===== src/inc/smia_pkg.sv =====
// Package: register map, field positions and carrier types for SMI aggregator
`default_nettype none
package smia_pkg;

  // Register indices as printed; byte address is four times the index
  localparam logic [7:0] IDX_STS_DEV_A    = 8'h10;
  localparam logic [7:0] IDX_STS_DEV_B    = 8'h11;
  localparam logic [7:0] IDX_STS_PINS_A   = 8'h12;
  localparam logic [7:0] IDX_STS_PINS_B   = 8'h13;
  localparam logic [7:0] IDX_STS_PINS_FAN = 8'h14;
  localparam logic [7:0] IDX_GAP_A        = 8'h15;
  localparam logic [7:0] IDX_EN_DEV_A     = 8'h16;
  localparam logic [7:0] IDX_EN_DEV_B     = 8'h17;
  localparam logic [7:0] IDX_EN_PINS_A    = 8'h18;
  localparam logic [7:0] IDX_EN_PINS_B    = 8'h19;
  localparam logic [7:0] IDX_EN_PINS_FAN  = 8'h1A;
  localparam logic [7:0] IDX_GAP_B        = 8'h1B;

  // Writable or valid bit masks per register
  localparam logic [7:0] MASK_DEV_A       = 8'hBE;
  localparam logic [7:0] MASK_DEV_B_SRC   = 8'h17;
  localparam logic [7:0] MASK_DEV_B_EN    = 8'hF7;
  localparam logic [7:0] MASK_PINS_A      = 8'hF7;
  localparam logic [7:0] MASK_PINS_B      = 8'hFF;
  localparam logic [7:0] MASK_PINS_FAN    = 8'hCF;

  // Field positions in the second status and enable registers
  localparam int unsigned BIT_MOUSE       = 0;
  localparam int unsigned BIT_KEYBOARD    = 1;
  localparam int unsigned BIT_INFRARED    = 2;
  localparam int unsigned BIT_KBD_PORT    = 4;
  localparam int unsigned BIT_ROUTE_WAKE  = 5;
  localparam int unsigned BIT_ROUTE_SIRQ  = 6;
  localparam int unsigned BIT_ROUTE_PIN   = 7;

  // Reset value of every register
  localparam logic [7:0] RESET_VALUE      = 8'h00;

  // Bus widths
  localparam int unsigned ADDR_W          = 8;
  localparam int unsigned DATA_W          = 32;

  // APB request carrier
  typedef struct packed {
    logic              psel;
    logic              penable;
    logic              pwrite;
    logic [ADDR_W-1:0] paddr;
    logic [DATA_W-1:0] pwdata;
  } smia_apb_req_s;

  // APB response carrier
  typedef struct packed {
    logic              pready;
    logic              pslverr;
    logic [DATA_W-1:0] prdata;
  } smia_apb_rsp_s;

  // Device interrupt source levels
  typedef struct packed {
    logic parallelIrq;
    logic serialTwoIrq;
    logic serialOneIrq;
    logic floppyIrq;
    logic midiIrq;
    logic watchdogIrq;
    logic mouseIrq;
    logic keyboardIrq;
    logic kbdPortLine;
  } smia_dev_src_s;

endpackage

`default_nettype wire


===== src/design/smia_aggregator.sv =====
// SMI status/enable aggregator with APB register slave
//
// Chosen here: the APB interface to the registers.
`timescale 1ns/10ps
`default_nettype none

module smia_aggregator
(
  // Clock and standby power-on reset
  input  wire logic                   ref_clk,
  input  wire logic                   rst_b,
  // APB slave
  input  wire smia_pkg::smia_apb_req_s apbReq,
  output smia_pkg::smia_apb_rsp_s      apbRsp,
  // Interrupt sources
  input  wire smia_pkg::smia_dev_src_s devSrc,
  input  wire logic                   infraredRx,
  input  wire logic [7:0]             pinEventsA,
  input  wire logic [7:0]             pinEventsB,
  input  wire logic [7:0]             pinEventsFan,
  // Group outputs
  output logic                        groupMgmtInterrupt,
  output logic                        mgmtInterruptOutN,
  output logic                        groupToSerialIrq,
  output logic                        groupToWakeLogic
);
  import smia_pkg::*;

  // Registers
  logic [7:0] enDevA_reg;
  logic [7:0] enDevB_reg;
  logic [7:0] enPinsA_reg;
  logic [7:0] enPinsB_reg;
  logic [7:0] enPinsFan_reg;
  logic [7:0] stsPinsA_reg;
  logic [7:0] stsPinsB_reg;
  logic [7:0] stsPinsFan_reg;
  logic       irFlag_reg;
  logic [7:0] rdData_reg;
  logic [2:0] irSync_reg;
  logic       irStable_reg;
  logic [7:0] pinsASync1_reg;
  logic [7:0] pinsASync2_reg;
  logic [7:0] pinsASync3_reg;
  logic [7:0] pinsBSync1_reg;
  logic [7:0] pinsBSync2_reg;
  logic [7:0] pinsBSync3_reg;
  logic [7:0] fanSync1_reg;
  logic [7:0] fanSync2_reg;
  logic [7:0] fanSync3_reg;
  logic [7:0] pinsAStable_reg;
  logic [7:0] pinsBStable_reg;
  logic [7:0] fanStable_reg;
  logic [8:0] devSync1_reg;
  logic [8:0] devSync2_reg;
  logic [8:0] devSync3_reg;
  logic [8:0] devStable_reg;

  // Next values
  logic [7:0] stsPinsA_next;
  logic [7:0] stsPinsB_next;
  logic [7:0] stsPinsFan_next;
  logic       irFlag_next;
  logic [7:0] rdData_next;

  // Bus decode wires
  wire        accessPhase;
  wire        wrStrobe;
  wire        rdStrobe;
  wire        wordAligned;
  wire [5:0]  regIndex;
  wire [7:0]  wrByte;
  wire        mapped;

  // Event wires
  wire        irEdge;
  wire [7:0]  pinsARise;
  wire [7:0]  pinsBRise;
  wire [7:0]  fanRise;
  wire [7:0]  pinsAAgreed;
  wire [7:0]  pinsBAgreed;
  wire [7:0]  fanAgreed;
  wire [7:0]  stsDevA;
  wire [7:0]  stsDevB;

  // Hit decoder: strobe qualified by register index
  function automatic logic hit(input logic [5:0] idx,
                               input logic [7:0] target,
                               input logic       strobe);
    hit = strobe && ({2'b00, idx} == target);
  endfunction

  // Write-one-clear with set winning over clear
  function automatic logic [7:0] w1c(input logic [7:0] cur,
                                     input logic [7:0] setBits,
                                     input logic [7:0] clrBits,
                                     input logic [7:0] mask);
    w1c = ((cur & ~clrBits) | setBits) & mask;
  endfunction

  // Agreed level: moves only once stages two and three match
  function automatic logic [7:0] agree8(input logic [7:0] s2,
                                        input logic [7:0] s3,
                                        input logic [7:0] held);
    agree8 = (s2 & s3) | (held & (s2 | s3));
  endfunction

  // APB decode; zero wait states
  assign accessPhase = apbReq.psel && apbReq.penable;
  assign wordAligned = (apbReq.paddr[1:0] == 2'b00);
  assign regIndex    = apbReq.paddr[7:2];
  assign wrStrobe    = accessPhase && apbReq.pwrite && wordAligned;
  // Read strobe marks the setup cycle, when the read word is captured
  assign rdStrobe    = apbReq.psel && !apbReq.penable && !apbReq.pwrite
                       && wordAligned;
  assign wrByte      = apbReq.pwdata[7:0];
  assign mapped      = wordAligned && ({2'b00, regIndex} >= IDX_STS_DEV_A)
                       && ({2'b00, regIndex} <= IDX_GAP_B);

  // Response: always ready, error for unmapped addresses
  assign apbRsp.pready  = 1'b1;
  assign apbRsp.pslverr = accessPhase && !mapped;
  assign apbRsp.prdata  = {24'h000000, rdData_reg};

  // Status composition for device sources
  assign stsDevA = {devStable_reg[3], 1'b0, devStable_reg[4],
                    devStable_reg[5], devStable_reg[6],
                    devStable_reg[7], devStable_reg[8], 1'b0};
  assign stsDevB = {3'b000, devStable_reg[0], 1'b0, irFlag_reg,
                    devStable_reg[1], devStable_reg[2]};

  // Edge detection on agreed synchroniser stages
  assign irEdge    = (irSync_reg[2] == irSync_reg[1])
                     && (irSync_reg[1] != irStable_reg);
  // Agreed pin levels; a single-stage glitch never counts
  assign pinsAAgreed = agree8(pinsASync2_reg, pinsASync3_reg,
                              pinsAStable_reg);
  assign pinsBAgreed = agree8(pinsBSync2_reg, pinsBSync3_reg,
                              pinsBStable_reg);
  assign fanAgreed   = agree8(fanSync2_reg, fanSync3_reg,
                              fanStable_reg);
  // One-cycle rise pulses from the agreed levels
  assign pinsARise = pinsAAgreed & ~pinsAStable_reg;
  assign pinsBRise = pinsBAgreed & ~pinsBStable_reg;
  assign fanRise   = fanAgreed & ~fanStable_reg;

  // Status next values
  always_comb
  begin
    stsPinsA_next   = w1c(stsPinsA_reg, pinsARise,
                          hit(regIndex, IDX_STS_PINS_A, wrStrobe)
                          ? wrByte : 8'h00, MASK_PINS_A);
    stsPinsB_next   = w1c(stsPinsB_reg, pinsBRise,
                          hit(regIndex, IDX_STS_PINS_B, wrStrobe)
                          ? wrByte : 8'h00, MASK_PINS_B);
    stsPinsFan_next = w1c(stsPinsFan_reg, fanRise,
                          hit(regIndex, IDX_STS_PINS_FAN, wrStrobe)
                          ? wrByte : 8'h00, MASK_PINS_FAN);
    irFlag_next     = irFlag_reg;
    // Clear as the read word is captured, so a same-cycle edge wins
    if (hit(regIndex, IDX_STS_DEV_B, rdStrobe))
    begin
      irFlag_next = 1'b0;
    end
    if (irEdge)
    begin
      irFlag_next = 1'b1;
    end
  end

  // Read data mux; reserved locations return zero
  always_comb
  begin
    case ({2'b00, regIndex})
      IDX_STS_DEV_A:    rdData_next = stsDevA;
      IDX_STS_DEV_B:    rdData_next = stsDevB;
      IDX_STS_PINS_A:   rdData_next = stsPinsA_reg;
      IDX_STS_PINS_B:   rdData_next = stsPinsB_reg;
      IDX_STS_PINS_FAN: rdData_next = stsPinsFan_reg;
      IDX_EN_DEV_A:     rdData_next = enDevA_reg;
      IDX_EN_DEV_B:     rdData_next = enDevB_reg;
      IDX_EN_PINS_A:    rdData_next = enPinsA_reg;
      IDX_EN_PINS_B:    rdData_next = enPinsB_reg;
      IDX_EN_PINS_FAN:  rdData_next = enPinsFan_reg;
      default:          rdData_next = RESET_VALUE;
    endcase
    if (!rdStrobe)
    begin
      rdData_next = rdData_reg;
    end
  end

  // Infrared synchroniser, three stages, and its agreed level
  always_ff @(posedge ref_clk or negedge rst_b)
  begin
    if (!rst_b)
    begin
      irSync_reg   <= 3'b000;
      irStable_reg <= 1'b0;
    end
    else
    begin
      irSync_reg <= {irSync_reg[1:0], infraredRx};
      if (irSync_reg[2] == irSync_reg[1])
      begin
        irStable_reg <= irSync_reg[1];
      end
    end
  end

  // Pin group A synchroniser and agreed level
  always_ff @(posedge ref_clk or negedge rst_b)
  begin
    if (!rst_b)
    begin
      pinsASync1_reg  <= RESET_VALUE;
      pinsASync2_reg  <= RESET_VALUE;
      pinsASync3_reg  <= RESET_VALUE;
      pinsAStable_reg <= RESET_VALUE;
    end
    else
    begin
      pinsASync1_reg  <= pinEventsA;
      pinsASync2_reg  <= pinsASync1_reg;
      pinsASync3_reg  <= pinsASync2_reg;
      pinsAStable_reg <= pinsAAgreed;
    end
  end

  // Pin group B synchroniser and agreed level
  always_ff @(posedge ref_clk or negedge rst_b)
  begin
    if (!rst_b)
    begin
      pinsBSync1_reg  <= RESET_VALUE;
      pinsBSync2_reg  <= RESET_VALUE;
      pinsBSync3_reg  <= RESET_VALUE;
      pinsBStable_reg <= RESET_VALUE;
    end
    else
    begin
      pinsBSync1_reg  <= pinEventsB;
      pinsBSync2_reg  <= pinsBSync1_reg;
      pinsBSync3_reg  <= pinsBSync2_reg;
      pinsBStable_reg <= pinsBAgreed;
    end
  end

  // Pin and tachometer group synchroniser and agreed level
  always_ff @(posedge ref_clk or negedge rst_b)
  begin
    if (!rst_b)
    begin
      fanSync1_reg  <= RESET_VALUE;
      fanSync2_reg  <= RESET_VALUE;
      fanSync3_reg  <= RESET_VALUE;
      fanStable_reg <= RESET_VALUE;
    end
    else
    begin
      fanSync1_reg  <= pinEventsFan;
      fanSync2_reg  <= fanSync1_reg;
      fanSync3_reg  <= fanSync2_reg;
      fanStable_reg <= fanAgreed;
    end
  end

  // Device source synchroniser; level moves once stages agree
  always_ff @(posedge ref_clk or negedge rst_b)
  begin
    if (!rst_b)
    begin
      devSync1_reg  <= 9'h000;
      devSync2_reg  <= 9'h000;
      devSync3_reg  <= 9'h000;
      devStable_reg <= 9'h000;
    end
    else
    begin
      devSync1_reg  <= devSrc;
      devSync2_reg  <= devSync1_reg;
      devSync3_reg  <= devSync2_reg;
      devStable_reg <= (devSync2_reg & devSync3_reg)
                       | (devStable_reg & (devSync2_reg | devSync3_reg));
    end
  end

  // Enable registers, reserved bits masked
  always_ff @(posedge ref_clk or negedge rst_b)
  begin
    if (!rst_b)
    begin
      enDevA_reg    <= RESET_VALUE;
      enDevB_reg    <= RESET_VALUE;
      enPinsA_reg   <= RESET_VALUE;
      enPinsB_reg   <= RESET_VALUE;
      enPinsFan_reg <= RESET_VALUE;
    end
    else
    begin
      if (hit(regIndex, IDX_EN_DEV_A, wrStrobe))
      begin
        enDevA_reg <= wrByte & MASK_DEV_A;
      end
      if (hit(regIndex, IDX_EN_DEV_B, wrStrobe))
      begin
        enDevB_reg <= wrByte & MASK_DEV_B_EN;
      end
      if (hit(regIndex, IDX_EN_PINS_A, wrStrobe))
      begin
        enPinsA_reg <= wrByte & MASK_PINS_A;
      end
      if (hit(regIndex, IDX_EN_PINS_B, wrStrobe))
      begin
        enPinsB_reg <= wrByte & MASK_PINS_B;
      end
      if (hit(regIndex, IDX_EN_PINS_FAN, wrStrobe))
      begin
        enPinsFan_reg <= wrByte & MASK_PINS_FAN;
      end
    end
  end

  // Status registers and read data
  always_ff @(posedge ref_clk or negedge rst_b)
  begin
    if (!rst_b)
    begin
      stsPinsA_reg   <= RESET_VALUE;
      stsPinsB_reg   <= RESET_VALUE;
      stsPinsFan_reg <= RESET_VALUE;
      irFlag_reg     <= 1'b0;
      rdData_reg     <= RESET_VALUE;
    end
    else
    begin
      stsPinsA_reg   <= stsPinsA_next;
      stsPinsB_reg   <= stsPinsB_next;
      stsPinsFan_reg <= stsPinsFan_next;
      irFlag_reg     <= irFlag_next;
      rdData_reg     <= rdData_next;
    end
  end

  // Group SMI and its three routes
  assign groupMgmtInterrupt = |(stsDevA & enDevA_reg & MASK_DEV_A)
    | |(stsDevB & enDevB_reg & MASK_DEV_B_SRC)
    | |(stsPinsA_reg & enPinsA_reg)
    | |(stsPinsB_reg & enPinsB_reg)
    | |(stsPinsFan_reg & enPinsFan_reg);
  assign groupToWakeLogic  = groupMgmtInterrupt
                             && enDevB_reg[BIT_ROUTE_WAKE];
  assign groupToSerialIrq  = groupMgmtInterrupt
                             && enDevB_reg[BIT_ROUTE_SIRQ];
  assign mgmtInterruptOutN = !(groupMgmtInterrupt
                             && enDevB_reg[BIT_ROUTE_PIN]);

endmodule

`default_nettype wire


===== config.mk =====
export PLATFORM = sky130hd
export DESIGN_NAME = smia_aggregator
export DESIGN_NICKNAME = d
export VERILOG_FILES = /design/src/inc/smia_pkg.sv /design/src/design/smia_aggregator.sv
export SDC_FILE = /design/constraint.sdc
export NUM_CORES = 1
export LEC_CHECK = 0
export BUFFER_PORTS_ARGS = -buffer_cell sky130_fd_sc_hd__buf_2
export CAP_MARGIN = 0
export CORE_MARGIN = 5
export CORE_UTILIZATION = 55
export CTS_CLUSTER_DIAMETER = 120
export DETAILED_ROUTE_END_ITERATION = 8
export HOLD_SLACK_MARGIN = 0.08
export PLACE_DENSITY = 0.76
export SETUP_SLACK_MARGIN = 0.4
export SKIP_CTS_REPAIR_TIMING = 1
export SLEW_MARGIN = 5
export SYNTH_ARGS = -nofsm -noshare
export SYNTH_HDL_FRONTEND = slang
export SYNTH_SLANG_ARGS = --single-unit

===== constraint.sdc =====
create_clock -name ref_clk -period 2.2 [get_ports ref_clk]
set_clock_uncertainty 0.2 [all_clocks]
set_input_delay 0.66 -clock ref_clk [delete_from_list [all_inputs] [get_ports ref_clk]]
set_output_delay 0.66 -clock ref_clk [all_outputs]
set_load 0.05 [all_outputs]

== After elaboration in Yosys (flattened, before gate mapping) ==
Cells that the tools add are included.

* Magnitude comparators: 2
* Equal/unequal tests: 12
* Muxes and demuxes: 6
* Bitwise logic cells: 40
* Reduce and logical (&&, ||, !) cells: 33

{| class="wikitable"
|+ Operators by type and width
! kind !! count
|-
| 8-bit bitwise AND || 16
|-
| 8-bit case mux with 10 select lines || 1
|-
| 8-bit bitwise OR || 9
|-
| 6-bit by 5-bit equality test with 1-bit output, second input constant || 10
|-
| 8-bit inverter || 6
|-
| 8-bit two-way mux || 3
|-
| 8-bit OR reduction || 3
|-
| 1-bit logical AND || 22
|-
| 9-bit bitwise AND || 2
|-
| 9-bit bitwise OR || 2
|-
| 6-bit by 5-bit >= comparator with 1-bit output, second input constant || 1
|-
| 6-bit by 5-bit less-or-equal comparator with 1-bit output, second input constant || 1
|-
| 6-bit OR reduction || 1
|-
| 5-bit bitwise AND || 1
|-
| 1-bit zero test || 4
|-
| 1-bit bitwise OR || 4
|-
| 4-bit OR reduction || 1
|-
| 2-bit zero test || 1
|-
| 1-bit two-way mux || 2
|-
| 2-bit nonzero test || 1
|-
| 1-bit equality test || 1
|-
| 1-bit inequality test || 1
|}

* Register bits: 200
* Output and inout bits: 38
* Word-level logic and storage cells: 121

== Longest topological paths before layout ==
* Depth in word-level cells: 8
* Gate-level depth with buffers: 7
* Mapped depth without buffers: 4

== Worst setup path after synthesis ==
No wires, ideal clock.

* Kind: register to output
* Start: register stsPinsA_reg[4]
* End: output port groupToSerialIrq
* Arrival time: 1883 ps
* Data required time: 1340 ps
* Path slack: -543 ps
* Stages on the path, launching flop included: 5
* Path buffers: 0
* Path through: dfrtp_1 > a22o_1 > a221oi_1 > and4_1 > a21boi_0

* Word-level cells in the longest chain between the ends: 6

{| class="wikitable"
|+ RTL lines
! what !! RTL line !! RTL
|-
| start, declared || smia_aggregator.sv:35 || <nowiki>logic [7:0] stsPinsA_reg;</nowiki>
|-
| start signal, assigned || smia_aggregator.sv:337 || <nowiki>stsPinsA_reg <= stsPinsA_next;</nowiki>
|-
| 8-bit bitwise AND || smia_aggregator.sv:348 || <nowiki>| |(stsPinsA_reg & enPinsA_reg)</nowiki>
|-
| 8-bit OR reduction || smia_aggregator.sv:348 ||
|-
| 1-bit bitwise OR || smia_aggregator.sv:348 ||
|-
| 1-bit bitwise OR || smia_aggregator.sv:349 || <nowiki>| |(stsPinsB_reg & enPinsB_reg)</nowiki>
|-
| 1-bit bitwise OR || smia_aggregator.sv:350 || <nowiki>| |(stsPinsFan_reg & enPinsFan_reg);</nowiki>
|-
| 1-bit logical AND || smia_aggregator.sv:354 || <nowiki>&& enDevB_reg[BIT_ROUTE_SIRQ];</nowiki>
|-
| end, declared || smia_aggregator.sv:24 || <nowiki>output logic groupToSerialIrq,</nowiki>
|}

No other way between the ends.

== Worst setup path after layout ==
* Start: register enDevA_reg[4]
* End: output port mgmtInterruptOutN

* Word-level cells in the longest chain between the ends: 8

{| class="wikitable"
|+ RTL lines
! what !! RTL line !! RTL
|-
| start, declared || smia_aggregator.sv:30 || <nowiki>logic [7:0] enDevA_reg;</nowiki>
|-
| start signal, assigned || smia_aggregator.sv:303 || <nowiki>enDevA_reg <= wrByte & MASK_DEV_A;</nowiki>
|-
| 8-bit bitwise AND || smia_aggregator.sv:346 || <nowiki>assign groupMgmtInterrupt = |(stsDevA & enDevA_reg & MASK_DEV_A)</nowiki>
|-
| 6-bit OR reduction || smia_aggregator.sv:346 ||
|-
| 1-bit bitwise OR || smia_aggregator.sv:347 || <nowiki>| |(stsDevB & enDevB_reg & MASK_DEV_B_SRC)</nowiki>
|-
| 1-bit bitwise OR || smia_aggregator.sv:348 ||
|-
| 1-bit bitwise OR || smia_aggregator.sv:349 ||
|-
| 1-bit bitwise OR || smia_aggregator.sv:350 ||
|-
| 1-bit logical AND || smia_aggregator.sv:356 || <nowiki>&& enDevB_reg[BIT_ROUTE_PIN]);</nowiki>
|-
| 1-bit zero test || smia_aggregator.sv:355 || <nowiki>assign mgmtInterruptOutN = !(groupMgmtInterrupt</nowiki>
|-
| end, declared || smia_aggregator.sv:23 || <nowiki>output logic mgmtInterruptOutN,</nowiki>
|}

No other way between the ends.

==> flow_summary.ini <==
[floorplan]
die_x_microns = 124
rows = 41
num_io_pins = 117
start_util_pct = 56.5
core_area_sq_um = 12700
die_y_microns = 124
design.die.area_sq_um = 15500

[timing]
timing.final.ws_setup_ns = -0.579
drv_slew = 0
hold_violations = 0
rsz0062_at_grt = yes
fmax_mhz = 360
fin_crit_sh_pct = 126
fin_crit_ns = 2.78
setup_violations = 4

[power_and_ir_drop]
clockPowerShare_pct = 41.1
internal-power_mw = 5.63
ir_worst_vdd_uv = 955
total_power_mw = 7.40
pwr-share-comb_pct = 8.8
power_switching_mw = 1.77
p_per_area_nw_per_um2 = 784
seq_power_share_pct = 50.1
switching_share_pct = 23.9
leakage_nw = 4.30

[synth]
avgSynthCellArea_sq_um = 14.5
async_flop_share_pct = 100
yosysWarnings = 0
synth-edff-count = 0
yosysSeqAreaShare_pct = 65.5
synthDistinctLibCells = 55
synthesis.area_sq_um = 7190
syn_inst = 495
yosys_most_used_dff = dfrtp_1
ys_ff_latch = 188

[clock_tree]
root_buffer = clkbuf_16
htreeDepth = 4
numCtsBuffers = 17
clock_path_buffers = 2
clock_sinks = 188
cts_tree = yes
clk_latency_ns = 0.43
clk_pin_slew_ns = 0.07

[setup_path]
crit_type = reg2out
required_ns = 1.34
end_kind = primary output
cp-start-kind = flip-flop
cp_max_fo = 4
arrival_ns = 1.92

[final_layout]
final_layout_size_suffix_gt1_share_pct = 43.5
n_fill_cell = 846
fin_nets = 747
post-route-util_pct = 74.1
stdcell_count = 853
antennaDiodeCount = 0
area_delta_synth_final_pct = 31.2

[route]
drtIter0Drc = 412
via_per_inst = 5.54
wirelength_mm = 16.6
dr_total_vias = 4722
drcViolationCount = 0
wl_per_cell_microns = 19.4
ant_nets = 0
first_pass_iters = 4

[flow_run]
cap_violations = 0

[global_route]
grt-ovfl-total = 0
antenna_found_initial = 0
grt_pass1_vias = 4968
grt_pass1_wl_mm = 26.3
gr-usage-all-layers_pct = 21.8
grt_max_degree = 46

[worst_hold_path]
hp-class = in2reg

[place]
dp_cells = 811
place_ws_ns = -0.233
dpl.hpwl_mm = 11.4
gp_congestion = 0.893
io_buffers = 64

[status]
violations = setup timing
status = finished, violations left
## metal layers
metal | up-vias | GRT usage [%] | part of all wire [%]
met1 | 2380 | 28.9 | 42
met2 | 191 | 33.7 | 48
met4 | 0 | 10.3 | 3.6
met5 | - | 0 | 0
met3 | 47 | 5.83 | 7.1
li1 | 2104 | - | -
## path summary, 6_finish.rpt
kind / startpoint / endpoint / slack [ns] / depth (start not counted)
max: enDevA_reg[4] / mgmtInterruptOutN / -0.58 / 5
min: pinEventsA[2] / pinsASync1_reg[2] / 0.13 / 1
max reg2reg: stsPinsA_reg[1] / rdData_reg[1] / 0.41 / 5
min reg2reg: pinsASync1_reg[5] / pinsASync2_reg[5] / 0.14 / 0
max in group asynchronous: rst_b / rdData_reg[3] / 0.71 / 3
min in group asynchronous: rst_b / fanSync1_reg[6] / 0.53 / 2
## cells by family (layout without fill, tap and decap cells)
group,Yosys count,count (layout),synth area share (%)
AOI/OAI and AO/OA,78,78,9.37
adders and majority gates,31,31,4.32
buffers and inverters,43,206,4.33
DFF,188,188,65.5
muxes,51,51,8.23
other,2,25,0.104
and+or+nand+nor,102,102,8.18
## cells in the final DEF (no fill, tap or decap), types with 2 or more instances in the layout
cell,count
a21oi_4,2
clkinvlp_4,3
mux2_4,13
buf_2,45
inv_6,4
a221oi_2,7
o2bb2ai_1,24
buf_6,27
conb_1,25
buf_8,2
bufinv_16,2
nor2_4,2
and2_4,2
nand4_1,4
a21boi_2,2
clkbuf_1,2
and4_4,4
mux2i_1,7
nand2_1,54
mux2_2,29
a22o_1,15
clkbuf_16,17
nor2b_1,2
nor4b_4,2
nor3b_1,2
clkbuf_8,3
o211ai_1,5
maj3_1,31
mux4_2,2
nand3_4,5
o2bb2ai_2,2
and3_1,4
nor2_1,3
buf_12,5
a22oi_2,2
dfrtp_1,188
o21ai_1,4
nand3_1,2
buf_4,91
## critical path: stages, from the launching register on
cell      delay (ns)
dfrtp_1         0.39
a22o_1          0.25
a221oi_2        0.24
and4_4          0.32
a21bo_4         0.16
buf_8           0.14
## final cells by class
type	count	area, sq um	share of cell area (%)
clock inverter	11	131	1.39
clock buffer	21	460	4.88
multi-input combinational	287	2540	27.0
tap	172	215	2.28
sequential	188	4700	49.9
inverter	1	3.75	0.0398
timing repair buffer	173	1370	14.6
## metrics by stage
step | setup TNS (ns) | hold slack (ns) | cell area [sq um]
after detailed placement | -5.70 | 0.135 | 8550
final | -2.10 | 0.126 | 9430
after global routing | -2.41 | 0.106 | 9430
after global placement | -5.23 | 0.131 | 8550
after floorplan | 0 | 0.131 | 7590
after CTS | -2.51 | -0.0469 | 9140
## synth_stat cells (3+ instances only)
library cell | instances | area, sq um
dfrtp_1 | 188 | 4700
nand2_1 | 55 | 206
mux2_2 | 41 | 462
buf_4 | 33 | 248
maj3_1 | 31 | 310
o2bb2ai_1 | 26 | 228
a22o_1 | 15 | 131
a221oi_1 | 8 | 70.1
mux2i_1 | 7 | 70.1
and3_1 | 5 | 31.3
and4_1 | 5 | 43.8
o211ai_1 | 5 | 37.5
nand4_1 | 4 | 25.0
nor2_1 | 4 | 15.0
a21oi_1 | 3 | 15.0
a22oi_1 | 3 | 22.5
buf_2 | 3 | 15.0
buf_6 | 3 | 33.8
clkbuf_1 | 3 | 11.3
nand3_4 | 3 | 52.6
nor2b_1 | 3 | 18.8
nor3b_1 | 3 | 22.5
o21ai_1 | 3 | 15.0
## power by group through the flow
stage               Clock, mW  Combinational (mW)  Sequential [mW]
finish                   3.04               0.653             3.71
global route             3.27               0.701             3.72
CTS                      3.11               0.613             3.71
detailed placement          0               0.611             3.77
global placement            0               0.596             3.76
floorplan                   0               0.376             3.75
Note: power is estimated with default switching activity, not from simulation.
